--- config.mk ---
export PLATFORM = sky130hd
export DESIGN_NAME = msq_sequencer
export DESIGN_NICKNAME = d
export VERILOG_FILES = /design/src/msq_pkg.sv /design/src/msq_sar.sv /design/src/msq_sequencer.sv
export SDC_FILE = /design/constraint.sdc
export NUM_CORES = 1
export LEC_CHECK = 0
export ABC_AREA = 1
export BUFFER_PORTS_ARGS = -buffer_cell sky130_fd_sc_hd__buf_2
export CELL_PAD_IN_SITES_DETAIL_PLACEMENT = 0
export CELL_PAD_IN_SITES_GLOBAL_PLACEMENT = 1
export CORE_MARGIN = 2
export CORE_UTILIZATION = 30
export CTS_CLUSTER_DIAMETER = 150
export DETAILED_ROUTE_END_ITERATION = 6
export HOLD_SLACK_MARGIN = 0.02
export PLACE_DENSITY = 0.74
export SLEW_MARGIN = 10
export SYNTH_ARGS = -nofsm -noshare
export SYNTH_HDL_FRONTEND = slang
export SYNTH_HIERARCHICAL = 1
export SYNTH_SLANG_ARGS = --single-unit
--- constraint.sdc ---
create_clock -name sys_clk_i -period 6.77 [get_ports sys_clk_i]
set_input_delay 0.677 -clock sys_clk_i [delete_from_list [all_inputs] [get_ports sys_clk_i]]
set_output_delay 0.677 -clock sys_clk_i [all_outputs]
set_load 0.1 [all_outputs]
--- src/msq_pkg.sv ---
// Purpose: Shared constants for the serial converter sequencer
// Assumes: All serial pins are sampled on sys_clk_i
// Notes:   Slot timing counted in serial clock cycles
package msq_pkg;
  localparam int unsigned SLOT_CLKS    = 16;
  localparam int unsigned TRACK_CLKS   = 3;
  localparam int unsigned CONV_CLKS    = 13;
  localparam int unsigned ZERO_EDGES   = 4;
  localparam int unsigned CTRL_BITS    = 8;
  localparam int unsigned RES_BITS     = 12;
  localparam int unsigned CH_BITS      = 3;
  localparam int unsigned CH_FIELD_LSB = 3;
  localparam logic [2:0]  CH_RESET     = 3'h0;
  localparam logic [11:0] FULL_SCALE   = 12'hfff;

  typedef enum logic [1:0] {
    MSQ_IDLE,
    MSQ_TRACK,
    MSQ_HOLD
  } msq_phase_e;
endpackage

--- src/msq_sar.sv ---
// Purpose: Successive-approximation search over a digital input sample
// Assumes: step_i pulses once per conversion bit, start_i clears the search
// Notes:   Result code = floor(sample*4096/full + 1/2), saturated at full scale
`timescale 1ns/1ps
module msq_sar
  import msq_pkg::*;
#(
  parameter int unsigned W = RES_BITS
) (
  // Clock and reset
  input  wire logic         sys_clk_i,
  input  wire logic         rst_n_i,
  // Control
  input  wire logic         start_i,
  input  wire logic         step_i,
  input  wire logic [W:0]   sample_i,
  // Result
  output logic     [W-1:0]  code_o
);
  logic [W-1:0]         code_q;
  logic [$clog2(W+1)-1:0] bit_q;
  logic [W-1:0]         trial;
  logic [W:0]           thresh;

  // Threshold of code k sits at k-1/2 step; sample carries one extra half-step bit
  assign trial  = code_q | (W'(1) << (W - 1 - bit_q));
  assign thresh = {trial, 1'b0} - (W+1)'(1);

  always_ff @(posedge sys_clk_i or negedge rst_n_i) begin
    if (!rst_n_i) begin
      code_q <= '0;
      bit_q  <= '0;
    end else if (start_i) begin
      code_q <= '0;
      bit_q  <= '0;
    end else if (step_i && bit_q < W) begin
      if (sample_i >= thresh) begin
        code_q <= trial;
      end
      bit_q <= bit_q + 1'b1;
    end
  end

  assign code_o = code_q;
endmodule

--- src/msq_sequencer.sv ---
// Purpose: Framed serial sequencer for an eight input 12-bit converter
// Assumes: Serial pins are synchronous to sys_clk_i, serial clock much slower
// Notes:   Analog inputs arrive as 13-bit half-step samples per channel
`timescale 1ns/1ps
module msq_sequencer
  import msq_pkg::*;
#(
  parameter int unsigned NCH = 8
) (
  // Clock and reset
  input  wire logic                    sys_clk_i,
  input  wire logic                    rst_n_i,
  // Serial port
  input  wire logic                    chip_sel_n_i,
  input  wire logic                    sclk_i,
  input  wire logic                    sdata_i,
  output logic                         sdata_o,
  output logic                         sdata_oe_o,
  // Analog inputs as half-step samples
  input  wire logic [NCH*(RES_BITS+1)-1:0] analog_i,
  // Status
  output logic                         powered_o,
  output logic                         tracking_o,
  output logic [CH_BITS-1:0]           channel_o
);
  // ----------------------------------------------------------------
  // Edge detection
  // ----------------------------------------------------------------
  logic sclk_q;
  logic cs_n_q;
  wire  sel      = !chip_sel_n_i;
  wire  cs_fall  = cs_n_q && !chip_sel_n_i;
  wire  sc_rise  = sel && !cs_fall && !sclk_q && sclk_i;
  // A select fall with clock low or falling counts as the first falling edge
  wire  fall_at_cs = cs_fall && !sclk_i;
  wire  sc_fall  = sel && ((!cs_fall && sclk_q && !sclk_i) || fall_at_cs);

  // Reset to the idle pin levels so that no false edge follows reset
  always_ff @(posedge sys_clk_i or negedge rst_n_i) begin
    if (!rst_n_i) begin
      sclk_q <= 1'b0;
      cs_n_q <= 1'b1;
    end else begin
      sclk_q <= sclk_i;
      cs_n_q <= chip_sel_n_i;
    end
  end

  // ----------------------------------------------------------------
  // Control word decode
  // ----------------------------------------------------------------
  // Only the channel field counts; the other five bits are don't-care
  function automatic logic [CH_BITS-1:0] ch_field(input logic [CTRL_BITS-1:0] word);
    return word[CH_FIELD_LSB +: CH_BITS];
  endfunction

  // ----------------------------------------------------------------
  // Channel selection
  // ----------------------------------------------------------------
  logic [RES_BITS:0] chan_smp [NCH];

  for (genvar g = 0; g < NCH; g++) begin : g_chan
    assign chan_smp[g] = analog_i[g*(RES_BITS+1) +: (RES_BITS+1)];
  end

  // ----------------------------------------------------------------
  // Slot sequencing
  // ----------------------------------------------------------------
  msq_phase_e           phase_q;
  logic [4:0]           fall_cnt_q;
  logic [4:0]           rise_cnt_q;
  logic                 first_q;
  logic [CTRL_BITS-1:0] ctrl_q;
  logic [CH_BITS-1:0]   ch_q;
  logic [CH_BITS-1:0]   ch_conv_q;
  logic                 dout_q;
  logic [RES_BITS-1:0]  code;
  logic [RES_BITS:0]    sample_q;

  // fall_nxt is the number of the fall being seen in this cycle
  wire slot_end    = fall_cnt_q == 5'(SLOT_CLKS);
  wire start_track = sc_fall && (phase_q == MSQ_IDLE || slot_end);
  wire go_hold     = sc_fall && phase_q == MSQ_TRACK && fall_cnt_q == 5'(TRACK_CLKS);
  wire conv_step   = sc_rise && phase_q == MSQ_HOLD;
  wire [4:0] fall_nxt = start_track ? 5'd1 : fall_cnt_q + 5'd1;

  // Select high drops any slot in progress, so a cut frame leaves no fall count or phase behind
  always_ff @(posedge sys_clk_i or negedge rst_n_i) begin
    if (!rst_n_i) begin
      fall_cnt_q <= '0;
    end else if (!sel) begin
      fall_cnt_q <= '0;
    end else if (sc_fall) begin
      fall_cnt_q <= fall_nxt;
    end
  end

  always_ff @(posedge sys_clk_i or negedge rst_n_i) begin
    if (!rst_n_i) begin
      phase_q <= MSQ_IDLE;
    end else if (!sel) begin
      phase_q <= MSQ_IDLE;
    end else if (start_track) begin
      phase_q <= MSQ_TRACK;
    end else if (go_hold) begin
      phase_q <= MSQ_HOLD;
    end
  end

  // ----------------------------------------------------------------
  // Conversion engine
  // ----------------------------------------------------------------
  // The search restarts on the fourth fall and steps on the twelve rises after it
  msq_sar u_sar (
    .sys_clk_i (sys_clk_i),
    .rst_n_i   (rst_n_i),
    .start_i   (go_hold),
    .step_i    (conv_step),
    .sample_i  (sample_q),
    .code_o    (code)
  );

  // ----------------------------------------------------------------
  // Control word capture
  // ----------------------------------------------------------------
  wire [CTRL_BITS-1:0] ctrl_word  = {ctrl_q[CTRL_BITS-2:0], sdata_i};
  wire                 rise_wrap  = rise_cnt_q == 5'(SLOT_CLKS - 1);
  wire                 ctrl_shift = sc_rise && rise_cnt_q < 5'(CTRL_BITS);
  wire                 ctrl_last  = sc_rise && rise_cnt_q == 5'(CTRL_BITS - 1);

  always_ff @(posedge sys_clk_i or negedge rst_n_i) begin
    if (!rst_n_i) begin
      rise_cnt_q <= '0;
    end else if (!sel || cs_fall) begin
      rise_cnt_q <= '0;
    end else if (sc_rise) begin
      rise_cnt_q <= rise_wrap ? 5'd0 : rise_cnt_q + 5'd1;
    end
  end

  // A word cut short by select rising keeps the previous channel choice
  always_ff @(posedge sys_clk_i or negedge rst_n_i) begin
    if (!rst_n_i) begin
      ctrl_q <= '0;
      ch_q   <= CH_RESET;
    end else begin
      if (ctrl_shift) begin
        ctrl_q <= ctrl_word;
      end
      if (ctrl_last) begin
        ch_q <= ch_field(ctrl_word);
      end
    end
  end

  // ----------------------------------------------------------------
  // Input sampling
  // ----------------------------------------------------------------
  // Sample the chosen input at the end of tracking; channel from the prior slot
  always_ff @(posedge sys_clk_i or negedge rst_n_i) begin
    if (!rst_n_i) begin
      first_q   <= 1'b1;
      ch_conv_q <= CH_RESET;
      sample_q  <= '0;
    end else begin
      if (start_track) begin
        ch_conv_q <= first_q ? CH_RESET : ch_q;
        first_q   <= 1'b0;
      end
      if (go_hold) begin
        sample_q <= chan_smp[ch_conv_q];
      end
    end
  end

  // ----------------------------------------------------------------
  // Output shifting
  // ----------------------------------------------------------------
  // Each result bit settles on the rise just before the fall that sends it
  wire       lead_zero = fall_nxt <= 5'(ZERO_EDGES);
  wire [3:0] out_bit   = lead_zero ? 4'h0 : 4'(5'(SLOT_CLKS) - fall_nxt);

  // Select high forces a low level; the pin itself is released by the enable
  always_ff @(posedge sys_clk_i or negedge rst_n_i) begin
    if (!rst_n_i) begin
      dout_q <= 1'b0;
    end else if (!sel) begin
      dout_q <= 1'b0;
    end else if (sc_fall) begin
      dout_q <= lead_zero ? 1'b0 : code[out_bit];
    end
  end

  // ----------------------------------------------------------------
  // Status outputs
  // ----------------------------------------------------------------
  // The converter rests between one slot's sixteenth fall and the next first fall
  wire rest_gap = phase_q != MSQ_IDLE && slot_end;

  assign sdata_o    = dout_q;
  assign sdata_oe_o = sel;
  assign powered_o  = sel && !rest_gap;
  assign tracking_o = phase_q == MSQ_TRACK;
  assign channel_o  = ch_conv_q;
endmodule

* Word level (Yosys, flattened, before mapping) *
Cells that the tools add are included.

storage, ports and cells
  bits in registers = 56
  bits in latches = 0
  memory bits (writable) = 0
  memory bits (read-only) = 0
  bits of input ports = 109
  output and inout bits = 7
  word-level logic and storage cells = 91
  memories = 0

cells by class
  $add $sub $neg = 6
  multipliers = 0
  divide/modulo/power cells = 0
  magnitude comparators = 6
  eq/ne operators = 6
  shifts and indexed selects = 1
  mux-type cells = 24
  bitwise gates (word level) = 2
  reduce and logical (&&, ||, !) cells = 33

operators by type and width
  operator                                                                           number
  13-bit binary-select mux with 3-bit select                                         1
  12-bit two-way mux                                                                 3
  1-bit by 32-bit << shifter with 12-bit output (first input constant)               1
  5-bit two-way mux                                                                  6
  13-bit two-way mux                                                                 2
  1-bit logical AND                                                                  17
  13-bit >= comparator                                                               1
  13-bit by 1-bit subtractor with 13-bit output (second input constant)              1
  4-bit two-way mux                                                                  3
  12-bit OR                                                                          1
  5-bit by 1-bit adder with 5-bit output (second input constant)                     2
  2-bit nonzero test                                                                 5
  2-bit two-way mux                                                                  3
  5-bit by 2-bit == test with 1-bit output (second input constant)                   1
  5-bit by 3-bit == test with 1-bit output (second input constant)                   1
  5-bit by 4-bit == test with 1-bit output (second input constant)                   1
  5-bit == test (second input constant)                                              1
  5-bit by 3-bit less-or-equal comparator with 1-bit output (second input constant)  1
  1-bit logical NOT                                                                  5
  4-bit by 5-bit less-than comparator with 1-bit output (second input constant)      1
  5-bit by 4-bit less-than comparator with 1-bit output (second input constant)      1
  4-bit by 4-bit subtractor with 5-bit output (first input constant)                 1
  4-bit by 1-bit adder with 4-bit output (second input constant)                     1
  1-bit binary-select mux with 4-bit select                                          1
  other kinds (12)                                                                   17

* Depth between registers and ports, before layout *
  word-level depth = 16
  depth in mapped cells = 24

* By module *
The synthesis kept the hierarchy.

modules (own cells, without submodules)
  module         instances  cells each  area each (um2)
  msq_sequencer  1          379         2,811.4
  msq_sar        1          234         1,569.0

* Worst setup path after synthesis *
Ideal clock, no wire load.

  path type = reg2reg
  start = register phase_q[0]
  end = register u_sar.code_q[3], in the netlist u_sar/code_o[3]
  library setup time = 0.117 ns
  arrival = 3.056 ns
  setup slack = 3.598 ns
  cell stages (with the launch flop) = 12
  buffers on the path = 2
  path through = dfrtp_1 inv_1 nor2_1 nand4_1 nor2_2 buf_2 inv_1 nand2_1 nand2_1 buf_2 nand2_1 nand2_1

on the way
  word-level cells in the longest chain between the ends = 5
  elaborated cells between the ends (all ways) = 10
  those cells by class = eq/ne (2); mux (1); reduce/logical (7)

RTL lines
  item                                        RTL line              text
  start, declared                             msq_sequencer.sv:69   msq_phase_e phase_q;
  start signal, assigned                      msq_sequencer.sv:100  phase_q <= MSQ_IDLE;
  start signal, assigned                      msq_sequencer.sv:102  phase_q <= MSQ_IDLE;
  start signal, assigned                      msq_sequencer.sv:104  phase_q <= MSQ_TRACK;
  2-bit by 1-bit == test with 1-bit output *  --
  named net tracking_o                        msq_sequencer.sv:23   output logic tracking_o,
  1-bit logical AND * (2 in series)           msq_sequencer.sv:83   wire go_hold = sc_fall && phase_q == MSQ_TRACK && fall_cnt_q == 5'(TRACK_CLKS);
  named net go_hold                           msq_sequencer.sv:83
  2-bit nonzero test (no source line)         --
  2-bit AND reduction (no source line)        --
  end signal, assigned                        msq_sar.sv:38         code_q <= trial;
  end, declared                               msq_sar.sv:20         logic [W-1:0] code_q;

The timed path passes the listed nets; every way through them passes the cells marked *.
A chain may end at the register's enable or synchronous reset.

* Final worst setup path *
  start = register u_sar.bit_q[2]
  end = register u_sar.code_q[2], in the netlist u_sar/code_o[2]

on the way
  word-level cells in the longest chain between the ends = 7
  elaborated cells between the ends (all ways) = 13
  those cells by class = add/sub (2); order compare (2); shift (1); mux (3); bitwise (1); reduce/logical (4)

RTL lines
  item                                           RTL line       text
  start, declared                                msq_sar.sv:21  logic [$clog2(W+1)-1:0] bit_q;
  start signal, assigned                         msq_sar.sv:40  bit_q <= bit_q + 1'b1;
  4-bit by 4-bit subtractor with 5-bit output    msq_sar.sv:26  assign trial = code_q | (W'(1) << (W - 1 - bit_q));
  1-bit by 32-bit << shifter with 12-bit output  msq_sar.sv:26
  12-bit OR                                      msq_sar.sv:26
  13-bit by 1-bit subtractor with 13-bit output  msq_sar.sv:27  assign thresh = {trial, 1'b0} - (W+1)'(1);
  13-bit >= comparator                           msq_sar.sv:37  if (sample_i >= thresh) begin
  2-bit nonzero test (no source line)            --
  2-bit AND reduction (no source line)           --

Parallel ways exist; a longest one is shown, timed or not. The select of a mux whose other input is x is not followed.

==> key figures <==
Run status
  – Status: complete, no violations

Die
  – DIE AREA: roughly 16000 µm²
  – Area inside the core boundary: 14400 µm²
  – Starting density of the core: 0.304
  – Num rows: 44
  – Die boundary height: 125 µm
  – Chip Width: about 120 µm
  – Number of ports placed on the die boundary: roughly 120

Clock tree
  – Post-CTS resize count: 0
  – Number of buffers inserted for hold repair after clock tree synthesis: 0
  – H-tree levels: 2
  – Clock input transition at the sequential cells of the worst setup and hold paths: around 0.080 ns
  – TritonCTS clock tree: built
  – Clock Tree Root: sky130_fd_sc_hd__clkbuf_16
  – Clock insertion delay at the later pin of the skew report: approximately 0.31 ns
  – Number of buffers created by CTS: 5
  – Post-CTS setup-driven buffer insertion count: 0
  – CTS Sinks: 56
  – Deepest clock path buffer count: 2

Synth
  – Async set or reset register ratio after synthesis: 1.00
  – Adder and majority cell fraction of the synthesized area: 0.0571
  – Most common cell in the synthesized netlist: sky130_fd_sc_hd__nand2_1
  – Post-synthesis simple-gate area fraction: 0.339
  – Most frequent cells after synthesis: sky130_fd_sc_hd__nand2_1, sky130_fd_sc_hd__nor2_1, sky130_fd_sc_hd__dfrtp_1, sky130_fd_sc_hd__inv_1, sky130_fd_sc_hd__nand3_1
  – Synthesis-stage register bit count: between 50 and 60
  – Register area share after synthesis: 0.320
  – Synth warnings: 6
  – EDFF count, synth: 0
  – Dominant combinational cell family by area after synthesis: simple AND/OR/NAND/NOR gates
  – XOR/XNOR share of the synthesized area: 0.0120
  – Leading area contributor after synthesis: sky130_fd_sc_hd__dfrtp_1
  – Top cell type's share of synthesized area: 0.308
  – Top flip-flop cell by instance count after synthesis: sky130_fd_sc_hd__dfrtp_1
  – Post-synthesis mux area share: 0.0323
  – Synth Net Count: between 700 and 800
  – Netlist area before placement: between 4000 and 5000 µm²
  – Cell count after synthesis: approximately 600
  – Distinct cells, synth: a little over 40
  – Post-synthesis area per instance: a little over 7 µm²
  – Largest cells by area after synthesis: sky130_fd_sc_hd__dfrtp_1, sky130_fd_sc_hd__nand2_1, sky130_fd_sc_hd__nor2_1
  – Post-synthesis compound-gate area fraction: 0.158

Power
  – Static power due to leakage: approximately 2.7 nW
  – Power per unit of standard cell area: between 150 and 200 nW/µm²
  – Total Power Consumption: around 850 µW
  – Worst IR Drop VDD: around 0.12 mV

Worst setup path
  – Delay of the slowest cell on the worst path: 0.48 ns
  – Kind of critical path: reg -> reg
  – Master of the slowest instance on the critical path: sky130_fd_sc_hd__dfrtp_1
  – Cells on worst reg2reg path: 22
  – Worst setup path start: u_sar/bit_q[2]
  – Capturing element type of the critical path: flop
  – Crit path max fanout: 13
  – Worst setup SP type: flop
  – End of the worst register-to-register path: u_sar/code_o[2]
  – Cell seen most often among critical-path stages: sky130_fd_sc_hd__nand2_1
  – Ordered cell list for the critical path: ha_1 -> nand2_2 -> o21bai_2 -> inv_1 -> ha_1 -> inv_1 -> nor2_2 -> nand2_2 -> nor2_2 -> nand2_1 -> nand2_1 -> nand2_1 -> ha_1 -> nand2_1 -> inv_1 -> nand3_1 -> a21oi_1 -> nor2_1 -> nand3_1 -> nand2_1 -> nand2_1 -> nand2_1
  – Data arrival time at the worst-slack endpoint: between 3 and 4 ns
  – Critical Path End: u_sar/code_o[2]
  – Required arrival time at the worst endpoint: between 6 and 7 ns
  – Flop2flop setup slack: a little over 3 ns
  – Launch point of the worst reg-to-reg path: u_sar/bit_q[2]

Timing
  – Max Slew Vio Count: 0
  – Final sum of negative setup slack: 0 ns
  – Final Cycle Share: 0.545
  – Remaining max-slew budget at the tightest pin: 0.265
  – Unrepaired setup endpoints after global routing: no
  – Final-report setup violation count: 0
  – Clock period minus worst slack: approximately 3.7 ns
  – Final worst-path setup slack: between 3 and 4 ns
  – Actual transition at the worst max-transition pin: 1.10 ns
  – Maximum operating frequency: approximately 270 MHz
  – Final hold violation count: 0
  – Largest clock skew in the final design: around 0.0094 ns

GRT
  – Antenna violations before repair: 0
  – Global-route usage over all layers: 0.158
  – Global-route wire length before repair: 20.7 mm
  – Overflow left after global routing: 0
  – Maximum number of pins on one net before global-route repair: between 50 and 60
  – Vias in the first global route: approximately 4400

Place
  – Number of I/O port buffers: between 100 and 150
  – Placed cells: 890
  – Post-placement worst setup slack: around 3.1 ns
  – Half-perimeter wire length of the detailed placement result: 9.46 mm
  – Final weighted congestion in routability-driven placement: 0.862

Worst hold path
  – Hold WC Path Type: reg -> reg

Detailed routing
  – DRC violations left: 0
  – Pre-Repair DR Iteration Count: 5
  – Vias post-DR: 4395
  – DRT Wirelength: 12.1 mm
  – Average vias per placed instance: roughly 5
  – Initial drt markers: 242
  – Per-cell routed wire length: ~13 µm
  – Antenna violation net count after detailed routing: 0

Final layout
  – Layout overhead on the synthesized area: 20.0%
  – Combined area of the multi-input logic cells: 2620 µm²
  – Finished Layout Cells: between 800 and 900
  – Count of nets after finishing: 842
  – Area taken by flip-flops and latches: 1400 µm²
  – Final Core Density: 0.365
  – Fraction of final layout cells with drive strength greater than 1: 0.245
  – Antenna Cells: 0
  – Fill cell instance count of the final layout: approximately 1600

Flow run
  – Max capacitance violation total: 0
## flip-flops by register name, indices dropped and copies added (netlist names), 2 cells and up
name,cells
u_sar/code_o,12
rise_cnt_q,5
phase_q,2
sample_q,13
u_sar/bit_q,4
channel_o,3
ch_q,3
fall_cnt_q,5
ctrl_q,5
## worst max-delay path, delay by kind of cell, from the launching register on
kind	cells	cell delay, ns
simple gates	14	1.78
fa+ha+maj	3	0.87
flops	1	0.48
compound gates	2	0.24
buf+inv	3	0.20
## placed cells by master (no fill, tap or decap), types with 7 or more instances in the layout
cell / netlist / layout
sky130_fd_sc_hd__nor2_2: 9 / 9
sky130_fd_sc_hd__mux2i_1: 13 / 13
sky130_fd_sc_hd__dfrtp_1: 54 / 54
sky130_fd_sc_hd__nand4_1: 8 / 8
sky130_fd_sc_hd__inv_2: 7 / 7
sky130_fd_sc_hd__nor2_1: 92 / 92
sky130_fd_sc_hd__ha_1: 20 / 20
sky130_fd_sc_hd__o221ai_1: 13 / 13
sky130_fd_sc_hd__o211ai_1: 13 / 13
sky130_fd_sc_hd__buf_2: 6 / 115
sky130_fd_sc_hd__nand3_1: 49 / 49
sky130_fd_sc_hd__o32ai_1: 13 / 13
sky130_fd_sc_hd__nand2_2: 10 / 10
sky130_fd_sc_hd__o21ai_0: 42 / 42
sky130_fd_sc_hd__a21oi_1: 10 / 10
sky130_fd_sc_hd__inv_1: 54 / 53
sky130_fd_sc_hd__nand2_1: 134 / 134
## how the worst min path moves through the flow
stage                              from             to  slack (ns)  depth (start not counted)
final                     rise_cnt_q[3]  rise_cnt_q[4]        0.48                          1
after global routing          ctrl_q[0]      ctrl_q[1]        0.51                          2
after CTS                 rise_cnt_q[3]  rise_cnt_q[4]        0.48                          1
after detailed placement  rise_cnt_q[3]  rise_cnt_q[4]        0.47                          1
after global placement        ctrl_q[0]      ctrl_q[1]        0.46                          2
after floorplan                 rst_n_i        ch_q[0]        0.38                          0
## kinds of logic (layout without fill, tap and decap cells)
logic type	after synthesis	count (layout)
AO/OA/AOI/OAI	104	104
XOR/XNOR	6	6
adder cells (fa/ha/maj)	20	20
buffers and inverters	90	191
flip-flops	56	56
multiplexers	14	14
AND/OR/NAND/NOR	323	323
## metrics by stage
stage               area, µm²  hold WS (ns)
finish                   5260         0.475
global route             5260         0.506
CTS                      5260         0.477
detailed placement       5100         0.466
global placement         5100         0.455
floorplan                4380         0.381
## area by class of cell
type	count	share of cell area
well taps	184	0.0438
flip-flops and latches	56	0.267
clock inverters	3	0.00547
multi-input cells	467	0.499
clock buffers	5	0.0238
inverters	64	0.0459
repair buffers	119	0.115
## power by group
group	leakage [nW]	internal [mW]	total (mW)	switching, mW
Clock	0.0767	0.143	0.275	0.132
Sequential	0.741	0.355	0.374	0.0187
Combinational	1.86	0.0812	0.205	0.124
Total	2.68	0.579	0.854	0.275
## routing by layer
layer | routed length, µm | GRT usage | vias to the layer above | part of all wire
li1 | - | - | 2258 | -
met2 | 5980 | 0.272 | 70 | 0.49
met5 | 0 | 0 | - | 0
met1 | 5600 | 0.207 | 2051 | 0.46
met4 | 195 | 0.0392 | 0 | 0.016
met3 | 343 | 0.0245 | 16 | 0.028
No activity file was read; power rests on OpenSTA's default activity.
